<file path="src/include/pit_params.svh">
// constants of the periodic interrupt timer with watchdog
// assumes a 32-bit register port with byte addresses; include by bare name
// Notes on behaviour
// - two independent counters, both running from the peripheral system clock
// - each counter starts on its own and has its own prescale compare value
// - four comparators match against the counters and raise periodic interrupts
// - after each match the comparator advances by itself; period set once
// - two captures, each triggered by any of six audio-port dma events
// - watchdog is off after reset and cannot reset until enabled
// - enabled watchdog reaching zero without service resets the processor
// - on a match the paired increment value is added to the compare value
// - capture latches both free-running and prescale counts of its counter
// - preload value is the start point of the watchdog down-counter
// - configuration register holds two three-bit capture source select fields
`ifndef PIT_PARAMS_SVH
`define PIT_PARAMS_SVH

`define PIT_CFG_BASE 32'h4000_0000
`define PIT_BASE 32'h4200_0000
`define PIT_OFF_CFG 32'h0000_0014
`define PIT_OFF_GCTRL 32'h0000_0000
`define PIT_OFF_CAPCTRL 32'h0000_0008
`define PIT_OFF_COMPCTRL 32'h0000_000C
`define PIT_OFF_FRC0 32'h0000_0010
`define PIT_OFF_UC0 32'h0000_0014
`define PIT_OFF_CPUC0 32'h0000_0018
`define PIT_OFF_CAFRC0 32'h0000_0020
`define PIT_OFF_CAUC0 32'h0000_0024
`define PIT_CNT_STRIDE 32'h0000_0020
`define PIT_OFF_COMP0 32'h0000_0050
`define PIT_COMP_STRIDE 32'h0000_0008
`define PIT_OFF_SETINT 32'h0000_0080
`define PIT_OFF_CLRINT 32'h0000_0084
`define PIT_OFF_INTFLAG 32'h0000_0088
`define PIT_OFF_WDCTRL 32'h0000_0090
`define PIT_OFF_WDPRLD 32'h0000_0094
`define PIT_OFF_WDSTAT 32'h0000_0098
`define PIT_OFF_WDKEY 32'h0000_009C
`define PIT_OFF_WDCNT 32'h0000_00A0

`define PIT_SRC0_LSB 0
`define PIT_SRC1_LSB 4
`define PIT_CAPSEL_W 3
`define PIT_COMPSEL_STRIDE 4
`define PIT_INT_CAP_LSB 4

`define PIT_KEY_ONE 16'hE51A
`define PIT_KEY_TWO 16'hA35C
`define PIT_WDPRLD_RST 32'h00FF_FFFF
`define PIT_CPUC_RST 32'h0000_0000

`endif

</file>
<file path="src/include/pit_pkg.sv">
// types shared by the periodic interrupt timer files
// assumes nothing beyond a SystemVerilog compiler
package pit_pkg;
  typedef struct packed {
    logic [31:0] addr;
    logic [31:0] wdata;
    logic wr;
    logic rd;
  } pit_bus_t;

  typedef struct packed {
    logic [31:0] frc;
    logic [31:0] uc;
  } pit_cap_t;

  typedef enum logic [0:0] {
    PIT_KEY_IDLE,
    PIT_KEY_ARMED
  } pit_key_t;
endpackage

</file>
<file path="src/logic/pit_counter.sv">
// one prescaled free-running counter pair
// assumes run and the compare value come from the register file
`timescale 1ns/1ps
`include "pit_params.svh"
module pit_counter #(
  parameter int W = 32
) (
  input wire logic clock,
  input wire logic rst,
  input wire logic ce,
  input wire logic run,
  input wire logic [W-1:0] cpuc,
  output logic [W-1:0] frc_r,
  output logic [W-1:0] uc_r,
  output logic step_r
);
  initial begin
    if (W < 2) $error("pit_counter width too small");
  end

  // prescale wraps on reaching its compare value, and the free-running count steps on that same edge
  always_ff @(posedge clock or posedge rst) begin
    if (rst) begin
      uc_r <= '0;
      frc_r <= '0;
      step_r <= 1'b0;
    end else if (ce) begin
      step_r <= 1'b0;
      if (run) begin
        if (uc_r == cpuc) begin
          uc_r <= '0;
          frc_r <= frc_r + 1'b1;
          step_r <= 1'b1;
        end else begin
          uc_r <= uc_r + 1'b1;
        end
      end
    end
  end
endmodule

</file>
<file path="src/logic/pit_top.sv">
// periodic interrupt timer: two counters, four comparators, two captures, watchdog
// assumes a single clock, a strobe register port and one-cycle dma event pulses
//
// Local design decisions: the placing of the registers and the plain strobed port.
`timescale 1ns/1ps
`include "pit_params.svh"
module pit_top #(
  parameter int CNT_W = 32,
  parameter int WD_W = 32,
  parameter int NCOMP = 4
) (
  input wire logic clock,
  input wire logic rst,
  input wire logic ce,
  input wire pit_pkg::pit_bus_t bus,
  output logic [31:0] rdata_r,
  input wire logic [5:0] dma_event,
  output logic irq,
  output logic cpu_reset_req_r
);
  import pit_pkg::*;

  localparam int NFLAG = NCOMP + 2;

  initial begin
    if (CNT_W > 32 || CNT_W < 2) $error("pit_top counter width out of range");
    if (WD_W > 32 || WD_W < 2) $error("pit_top watchdog width out of range");
    if (NCOMP != 4) $error("pit_top supports exactly four comparators");
  end

  //////////////////////////////////////////////////////////////////////////////
  // register state
  logic [1:0] run_r;
  logic [1:0] capctrl_r;
  logic [NCOMP-1:0] compsel_r;
  logic [CNT_W-1:0] cpuc_r [2];
  logic [CNT_W-1:0] comp_r [NCOMP];
  logic [CNT_W-1:0] udcp_r [NCOMP];
  logic [`PIT_CAPSEL_W-1:0] capsel_r [2];
  pit_cap_t cap_r [2];
  logic [NFLAG-1:0] flag_r;
  logic [NFLAG-1:0] inten_r;
  logic wd_en_r;
  logic [WD_W-1:0] wd_prld_r;
  logic [WD_W-1:0] wd_cnt_r;
  logic wd_keyerr_r;
  pit_key_t key_r;

  logic [CNT_W-1:0] frc [2];
  logic [CNT_W-1:0] uc [2];
  logic [1:0] step;
  logic [NCOMP-1:0] match;
  logic [1:0] cap_ev;
  logic [1:0] cap_hit;
  logic [NFLAG-1:0] set_ev;
  logic key_service;
  logic wd_expire;

  wire logic in_pit = bus.addr[31:8] == `PIT_BASE >> 8;
  wire logic [7:0] off = bus.addr[7:0];
  wire logic wr = ce && bus.wr && in_pit;
  wire logic wr_cfg = ce && bus.wr && bus.addr == (`PIT_CFG_BASE | `PIT_OFF_CFG);

  //////////////////////////////////////////////////////////////////////////////
  // counters share one clock and one enable
  for (genvar g = 0; g < 2; g++) begin : g_cnt
    pit_counter #(.W(CNT_W)) u_cnt (
      .clock(clock),
      .rst(rst),
      .ce(ce),
      .run(run_r[g]),
      .cpuc(cpuc_r[g]),
      .frc_r(frc[g]),
      .uc_r(uc[g]),
      .step_r(step[g])
    );
  end

  always_ff @(posedge clock or posedge rst) begin
    if (rst) begin
      run_r <= 2'h0;
      capctrl_r <= 2'h0;
      compsel_r <= '0;
      cpuc_r[0] <= CNT_W'(`PIT_CPUC_RST);
      cpuc_r[1] <= CNT_W'(`PIT_CPUC_RST);
    end else if (wr) begin
      case (off)
        `PIT_OFF_GCTRL: run_r <= bus.wdata[1:0];
        `PIT_OFF_CAPCTRL: capctrl_r <= bus.wdata[1:0];
        `PIT_OFF_COMPCTRL: begin
          for (int i = 0; i < NCOMP; i++) begin
            compsel_r[i] <= bus.wdata[i*`PIT_COMPSEL_STRIDE];
          end
        end
        `PIT_OFF_CPUC0: cpuc_r[0] <= bus.wdata[CNT_W-1:0];
        (`PIT_OFF_CPUC0 + `PIT_CNT_STRIDE): cpuc_r[1] <= bus.wdata[CNT_W-1:0];
        default: ;
      endcase
    end
  end

  //////////////////////////////////////////////////////////////////////////////
  // comparators: match only on the step that reaches the value, so one match per hit
  always_comb begin
    for (int i = 0; i < NCOMP; i++) begin
      match[i] = ce && step[compsel_r[i]] && frc[compsel_r[i]] == comp_r[i];
    end
  end

  always_ff @(posedge clock or posedge rst) begin
    if (rst) begin
      for (int i = 0; i < NCOMP; i++) begin
        comp_r[i] <= '0;
        udcp_r[i] <= '0;
      end
    end else begin
      for (int i = 0; i < NCOMP; i++) begin
        if (wr && off == 8'(`PIT_OFF_COMP0 + i * `PIT_COMP_STRIDE)) begin
          comp_r[i] <= bus.wdata[CNT_W-1:0];
        end else if (match[i]) begin
          comp_r[i] <= comp_r[i] + udcp_r[i];
        end
        if (wr && off == 8'(`PIT_OFF_COMP0 + i * `PIT_COMP_STRIDE + 4)) begin
          udcp_r[i] <= bus.wdata[CNT_W-1:0];
        end
      end
    end
  end

  //////////////////////////////////////////////////////////////////////////////
  // captures: source selects index the six dma events, codes above five are idle
  always_ff @(posedge clock or posedge rst) begin
    if (rst) begin
      capsel_r[0] <= '0;
      capsel_r[1] <= '0;
    end else if (wr_cfg) begin
      capsel_r[0] <= bus.wdata[`PIT_SRC0_LSB +: `PIT_CAPSEL_W];
      capsel_r[1] <= bus.wdata[`PIT_SRC1_LSB +: `PIT_CAPSEL_W];
    end
  end

  always_comb begin
    for (int i = 0; i < 2; i++) begin
      cap_ev[i] = ce && capsel_r[i] < 3'h6 && dma_event[capsel_r[i]];
    end
    for (int i = 0; i < 2; i++) begin
      cap_hit[i] = cap_ev[capctrl_r[i]];
    end
  end

  always_ff @(posedge clock or posedge rst) begin
    if (rst) begin
      cap_r[0] <= '0;
      cap_r[1] <= '0;
    end else begin
      for (int i = 0; i < 2; i++) begin
        if (cap_hit[i]) begin
          cap_r[i].frc <= 32'(frc[i]);
          cap_r[i].uc <= 32'(uc[i]);
        end
      end
    end
  end

  //////////////////////////////////////////////////////////////////////////////
  // interrupts: sticky flags, set beats a write-one clear in the same cycle
  assign set_ev = {cap_hit, match};

  always_ff @(posedge clock or posedge rst) begin
    if (rst) begin
      flag_r <= '0;
      inten_r <= '0;
    end else begin
      if (wr && off == `PIT_OFF_INTFLAG) begin
        flag_r <= (flag_r & ~bus.wdata[NFLAG-1:0]) | set_ev;
      end else begin
        flag_r <= flag_r | set_ev;
      end
      if (wr && off == `PIT_OFF_SETINT) begin
        inten_r <= inten_r | bus.wdata[NFLAG-1:0];
      end else if (wr && off == `PIT_OFF_CLRINT) begin
        inten_r <= inten_r & ~bus.wdata[NFLAG-1:0];
      end
    end
  end

  assign irq = |(flag_r & inten_r);

  //////////////////////////////////////////////////////////////////////////////
  // watchdog: enable is one-way, only reset turns it off again
  always_comb begin
    key_service = wr && off == `PIT_OFF_WDKEY && key_r == PIT_KEY_ARMED
      && bus.wdata[15:0] == `PIT_KEY_TWO;
    wd_expire = ce && wd_en_r && wd_cnt_r == '0 && !key_service;
  end

  always_ff @(posedge clock or posedge rst) begin
    if (rst) begin
      key_r <= PIT_KEY_IDLE;
      wd_keyerr_r <= 1'b0;
    end else if (wr && off == `PIT_OFF_WDKEY) begin
      case (key_r)
        PIT_KEY_IDLE: begin
          key_r <= bus.wdata[15:0] == `PIT_KEY_ONE ? PIT_KEY_ARMED : PIT_KEY_IDLE;
          if (bus.wdata[15:0] != `PIT_KEY_ONE) wd_keyerr_r <= 1'b1;
        end
        PIT_KEY_ARMED: begin
          key_r <= bus.wdata[15:0] == `PIT_KEY_ONE ? PIT_KEY_ARMED : PIT_KEY_IDLE;
          if (bus.wdata[15:0] != `PIT_KEY_TWO && bus.wdata[15:0] != `PIT_KEY_ONE) begin
            wd_keyerr_r <= 1'b1;
          end
        end
        default: key_r <= PIT_KEY_IDLE;
      endcase
    end else if (wr && off == `PIT_OFF_WDSTAT && bus.wdata[1]) begin
      wd_keyerr_r <= 1'b0;
    end
  end

  always_ff @(posedge clock or posedge rst) begin
    if (rst) begin
      wd_en_r <= 1'b0;
      wd_prld_r <= WD_W'(`PIT_WDPRLD_RST);
      wd_cnt_r <= WD_W'(`PIT_WDPRLD_RST);
      cpu_reset_req_r <= 1'b0;
    end else begin
      if (wr && off == `PIT_OFF_WDPRLD) wd_prld_r <= bus.wdata[WD_W-1:0];
      if (!wd_en_r) begin
        if (wr && off == `PIT_OFF_WDCTRL && bus.wdata[0]) begin
          wd_en_r <= 1'b1;
          wd_cnt_r <= wd_prld_r;
        end
      end else if (key_service) begin
        wd_cnt_r <= wd_prld_r;
      end else if (ce && wd_cnt_r != '0) begin
        wd_cnt_r <= wd_cnt_r - 1'b1;
      end
      if (wd_expire) cpu_reset_req_r <= 1'b1;
    end
  end

  //////////////////////////////////////////////////////////////////////////////
  // read port: data in the cycle after the strobe, zero for unmapped addresses
  always_ff @(posedge clock or posedge rst) begin
    if (rst) begin
      rdata_r <= 32'h0000_0000;
    end else if (ce) begin
      rdata_r <= 32'h0000_0000;
      if (bus.rd && bus.addr == (`PIT_CFG_BASE | `PIT_OFF_CFG)) begin
        rdata_r[`PIT_SRC0_LSB +: `PIT_CAPSEL_W] <= capsel_r[0];
        rdata_r[`PIT_SRC1_LSB +: `PIT_CAPSEL_W] <= capsel_r[1];
      end else if (bus.rd && in_pit) begin
        case (off)
          `PIT_OFF_GCTRL: rdata_r[1:0] <= run_r;
          `PIT_OFF_CAPCTRL: rdata_r[1:0] <= capctrl_r;
          `PIT_OFF_COMPCTRL: begin
            for (int i = 0; i < NCOMP; i++) begin
              rdata_r[i*`PIT_COMPSEL_STRIDE] <= compsel_r[i];
            end
          end
          `PIT_OFF_FRC0: rdata_r <= 32'(frc[0]);
          `PIT_OFF_UC0: rdata_r <= 32'(uc[0]);
          `PIT_OFF_CPUC0: rdata_r <= 32'(cpuc_r[0]);
          `PIT_OFF_CAFRC0: rdata_r <= cap_r[0].frc;
          `PIT_OFF_CAUC0: rdata_r <= cap_r[0].uc;
          (`PIT_OFF_FRC0 + `PIT_CNT_STRIDE): rdata_r <= 32'(frc[1]);
          (`PIT_OFF_UC0 + `PIT_CNT_STRIDE): rdata_r <= 32'(uc[1]);
          (`PIT_OFF_CPUC0 + `PIT_CNT_STRIDE): rdata_r <= 32'(cpuc_r[1]);
          (`PIT_OFF_CAFRC0 + `PIT_CNT_STRIDE): rdata_r <= cap_r[1].frc;
          (`PIT_OFF_CAUC0 + `PIT_CNT_STRIDE): rdata_r <= cap_r[1].uc;
          `PIT_OFF_COMP0: rdata_r <= 32'(comp_r[0]);
          `PIT_OFF_COMP0 + 32'h4: rdata_r <= 32'(udcp_r[0]);
          `PIT_OFF_COMP0 + 32'h8: rdata_r <= 32'(comp_r[1]);
          `PIT_OFF_COMP0 + 32'hC: rdata_r <= 32'(udcp_r[1]);
          `PIT_OFF_COMP0 + 32'h10: rdata_r <= 32'(comp_r[2]);
          `PIT_OFF_COMP0 + 32'h14: rdata_r <= 32'(udcp_r[2]);
          `PIT_OFF_COMP0 + 32'h18: rdata_r <= 32'(comp_r[3]);
          `PIT_OFF_COMP0 + 32'h1C: rdata_r <= 32'(udcp_r[3]);
          `PIT_OFF_SETINT: rdata_r[NFLAG-1:0] <= inten_r;
          `PIT_OFF_CLRINT: rdata_r[NFLAG-1:0] <= inten_r;
          `PIT_OFF_INTFLAG: rdata_r[NFLAG-1:0] <= flag_r;
          `PIT_OFF_WDCTRL: rdata_r[0] <= wd_en_r;
          `PIT_OFF_WDPRLD: rdata_r <= 32'(wd_prld_r);
          `PIT_OFF_WDSTAT: rdata_r[1:0] <= {wd_keyerr_r, key_r == PIT_KEY_ARMED};
          `PIT_OFF_WDCNT: rdata_r <= 32'(wd_cnt_r);
          default: ;
        endcase
      end
    end
  end
endmodule

</file>
<file path="config.mk">
export PLATFORM = sky130hd
export DESIGN_NAME = pit_top
export DESIGN_NICKNAME = d
export VERILOG_FILES = /design/src/include/pit_pkg.sv /design/src/logic/pit_counter.sv /design/src/logic/pit_top.sv
export VERILOG_INCLUDE_DIRS = /design/src /design/src/include
export SDC_FILE = /design/constraint.sdc
export NUM_CORES = 2
export LEC_CHECK = 0
export ABC_AREA = 0
export BUFFER_PORTS_ARGS = -buffer_cell sky130_fd_sc_hd__buf_4
export CAP_MARGIN = 20
export CORE_UTILIZATION = 65
export DETAILED_ROUTE_END_ITERATION = 7
export HOLD_SLACK_MARGIN = 0.08
export PLACE_DENSITY = 0.82
export SYNTH_ARGS = -nofsm -noshare
export SYNTH_HDL_FRONTEND = slang
export SYNTH_HIERARCHICAL = 1
export SYNTH_SLANG_ARGS = --single-unit
</file>
<file path="constraint.sdc">
create_clock -name clock -period 48.5 [get_ports clock]
set_input_delay 7.275 -clock clock [delete_from_list [all_inputs] [get_ports clock]]
set_output_delay 7.275 -clock clock [all_outputs]
set_load 0.005 [all_outputs]
</file>
==> impl_results.md <==
* Status: complete, but fails checks
* Violated checks: design-rule violations
* Worst slew pin tran at 1.19 ns
* Clk pwr share at 49.3%
* Top FF cell, synth: dfrtp_1
* Maximum VDD drop at 0.0311 mV
* Post-synth EDFFs at 0
* CP bufs+invs at 3
* Tot GR Track Use at 55.2%
* Final design utilization at 72.4%
* DR pass1 iterations at 8
* CP max stage cell: nand3_1
* Num rows at 94
* Max Cap Viol at 0
* Tmin final at 10.41 ns
* Crit-path leading delay family: compound AO/OA/AOI/OAI gates
* Synth top area cells: dfrtp_1, mux2_2, xnor2_1, mux2i_1, ha_1
* I/O pins at 109
* Die X-Extent at 260 um
* Leakage at 21.4 nW
* Relative slew slack at 20.6%
* Vias in the first global route at 36800
* Die height at 260 um
* Die area at 0.0678 mm^2
* Internal power at 970 uW
* Sequential share of power at 46.6%
* Postcts setup bufs at 0
* Critical path type: input pin to register
* Seq. cell area at 0.0177 mm^2
* Clock root buffer master: clkbuf_16
* Power per standard cell area at 26.7 mW/mm^2
* Total grt overflow at 0
* Starting Density at 65.8%
* WL final at 191000 um
* Distinct cells, synth at 91
* Slowest stage delay, CP at 0.83 ns
* Share of cells above drive strength 1 at 19.1%
* Cts hold-fix bufs at 0
* CP max FO at 30
* H-tree Lvls at 3
* Period utilization at 21.5%
* DP Worst Slack at 37.50 ns
* Asr flop ratio synth at 100%
* First DRT Iteration DRCs at 6628
* Setup TNS at 0 ns
* Synth cell count leaders: dfrtp_1, mux2_2, xnor2_1
* Clock latency at the later pin of the worst-skew pair at 0.65 ns
* Final setup fails at 0
* Port bufs at 108
* Routability cong. at 1.14
* Layout area overhead at 9.91%
* #FFs+latches synth at 704
* # clock sinks at 704
* Clk buf depth at 3
* Footprint of the multi-input gates at 0.0244 mm^2
* Max Slew Vio Count at 0
* Placed cell areas at 0.0450 mm^2
* CP Cell Sequence: buf_4 -> clkinv_1 -> nand3_1 -> nor2_2 -> buf_4 -> a221oi_1 -> nand3_1 -> a2111oi_0 -> o22ai_1
* Cts bufs inserted at 77
* Reg clk slew, reported paths at 0.07 ns
* Avg Cell Area, Syn at 10.1 um^2
* Area leader, netlist: dfrtp_1
* WL/cell at 36.5 um
* Drc violations at 16
* Worst Path Arrival at 10.90 ns
* Nets at 4503
* Cts repair resizes at 0
* FILL cells at 4676
* Post-Syn Instances at 4284
* Cell with the most instances after synthesis: dfrtp_1
* CP Data Required Time at 48.99 ns
* Seq/Total Area, Yosys at 40.8%
* CTS tree: yes
* Avg Vias per Cell at 7.57
* Hold crit path type: register to register
* Final non-filler cell area at 0.0477 mm^2
* Via Count at 39600
* Routed Antenna Nets at 0
* Fin. Hold Viols at 0
* Sw Ratio at 23.7%
* DPL Wire Length at 140000 um
* Core Area at 0.0659 mm^2
* Fin Clk Skew at 0.0351 ns
* Largest net degree at the start of global routing at 135
* Synth Cell Area at 0.0434 mm^2
* Setup WS post-layout at 38.09 ns
* First-pass GRT wire length at 264000 um
* Yosys top cell area share at 37.9%
* Crit end category: register
* Antenna violations before repair at 12
* Psw at 301 uW
* Comb pwr share at 4.0%
* Worst setup SP type: input pin
* Syn Nets at 4493
* RSZ-0062 raised after global routing: false
* Max Freq at 0.0961 GHz
* Ys Warns at 6
-- layout make-up --
type                            instances  share of cell area, %
Clock inverter                         25                  0.908
Tap cell                              864                   2.27
Timing Repair Buffer                  190                   3.14
Inverter                               83                  0.669
Clock buffer                          112                   4.61
Antenna cell                            9                 0.0472
Sequential cell                       704                   37.1
Multi-Input combinational cell       3238                   51.3
-- worst paths after layout --
check                        startpoint                      to  slack (ns)  cells past startpoint
setup / recovery                bus[36]              rdata_r[7]       38.09                      9
hold / removal                cap_r[12]               cap_r[12]        0.51                      1
hold reg to reg               cap_r[12]               cap_r[12]        0.51                      1
min in group asynchronous           rst  g_cnt[0].u_cnt/uc_r[6]        6.56                      2
setup reg to reg           compsel_r[3]              comp_r[31]       43.73                     10
max in group asynchronous           rst               cap_r[28]       38.65                      5
-- registers in the layout, indices dropped and copies added (netlist names), 4 cells and up, named ones only --
signal,flops
compsel_r,4
comp_r,128
wd_cnt_r,32
g_cnt.u_cnt/frc_r,64
cap_r,128
udcp_r,128
cpuc_r,64
rdata_r,32
g_cnt.u_cnt/uc_r,64
wd_prld_r,32
flag_r,6
capsel_r,6
-- logic make-up after synthesis --
logic type | synth area share (%)
flip-flops | 40.8
buffers and inverters | 3.23
multiplexers | 15.7
AO/OA/AOI/OAI | 15.5
adder cells (fa/ha/maj) | 3.94
AND/OR/NAND/NOR | 12.2
XOR/XNOR | 8.57
-- power by group through the flow --
stage / clock network [mW] / registers [mW] / logic [mW]
floorplan: 0 / 0.601 / 0.0252
global placement: 0 / 0.603 / 0.0480
detailed placement: 0 / 0.603 / 0.0486
CTS: 0.622 / 0.592 / 0.0489
global route: 0.646 / 0.592 / 0.0526
finish: 0.627 / 0.593 / 0.0510
-- metal layers --
metal / track usage, % / wire, um / vias up
li1: - / - / 15900
met1: 71.8 / 69000 / 19400
met2: 73.9 / 74400 / 3575
met3: 29.6 / 35000 / 740
met4: 27.1 / 12100 / 10
met5: 1.14 / 109 / -
-- placed cells by master (no fill, tap or decap), types with 41 or more instances in the layout --
cell type	synthesis	layout
clkbuf_16	0	77
ha_1	130	130
xnor2_1	299	299
nor3_1	77	71
dfstp_2	48	48
nand2_1	258	255
nor4_1	43	41
nor2_1	264	250
a22o_1	60	60
o21ai_0	209	209
dfrtp_1	656	652
xor2_1	118	118
inv_1	81	78
mux2i_1	258	256
mux2_2	372	372
a21o_1	68	68
a221oi_1	69	69
nand4_1	92	92
a21oi_1	212	212
buf_4	2	185
a22oi_1	166	166
nand3_1	122	122
-- through the flow --
| stage | hold WS, ns | instances | power (mW) |
|---|---|---|---|
| 5_1_grt | 0.516 | 5216 | 1.29 |
| 6_report | 0.507 | 5225 | 1.27 |
| 3_5_place_dp | 0.486 | 5077 | 0.651 |
| 3_3_place_gp | 0.488 | 5075 | 0.651 |
| 4_1_cts | 0.500 | 5214 | 1.26 |
| 2_1_floorplan | 0.449 | 4284 | 0.626 |
(Power assumes the default switching activity.)
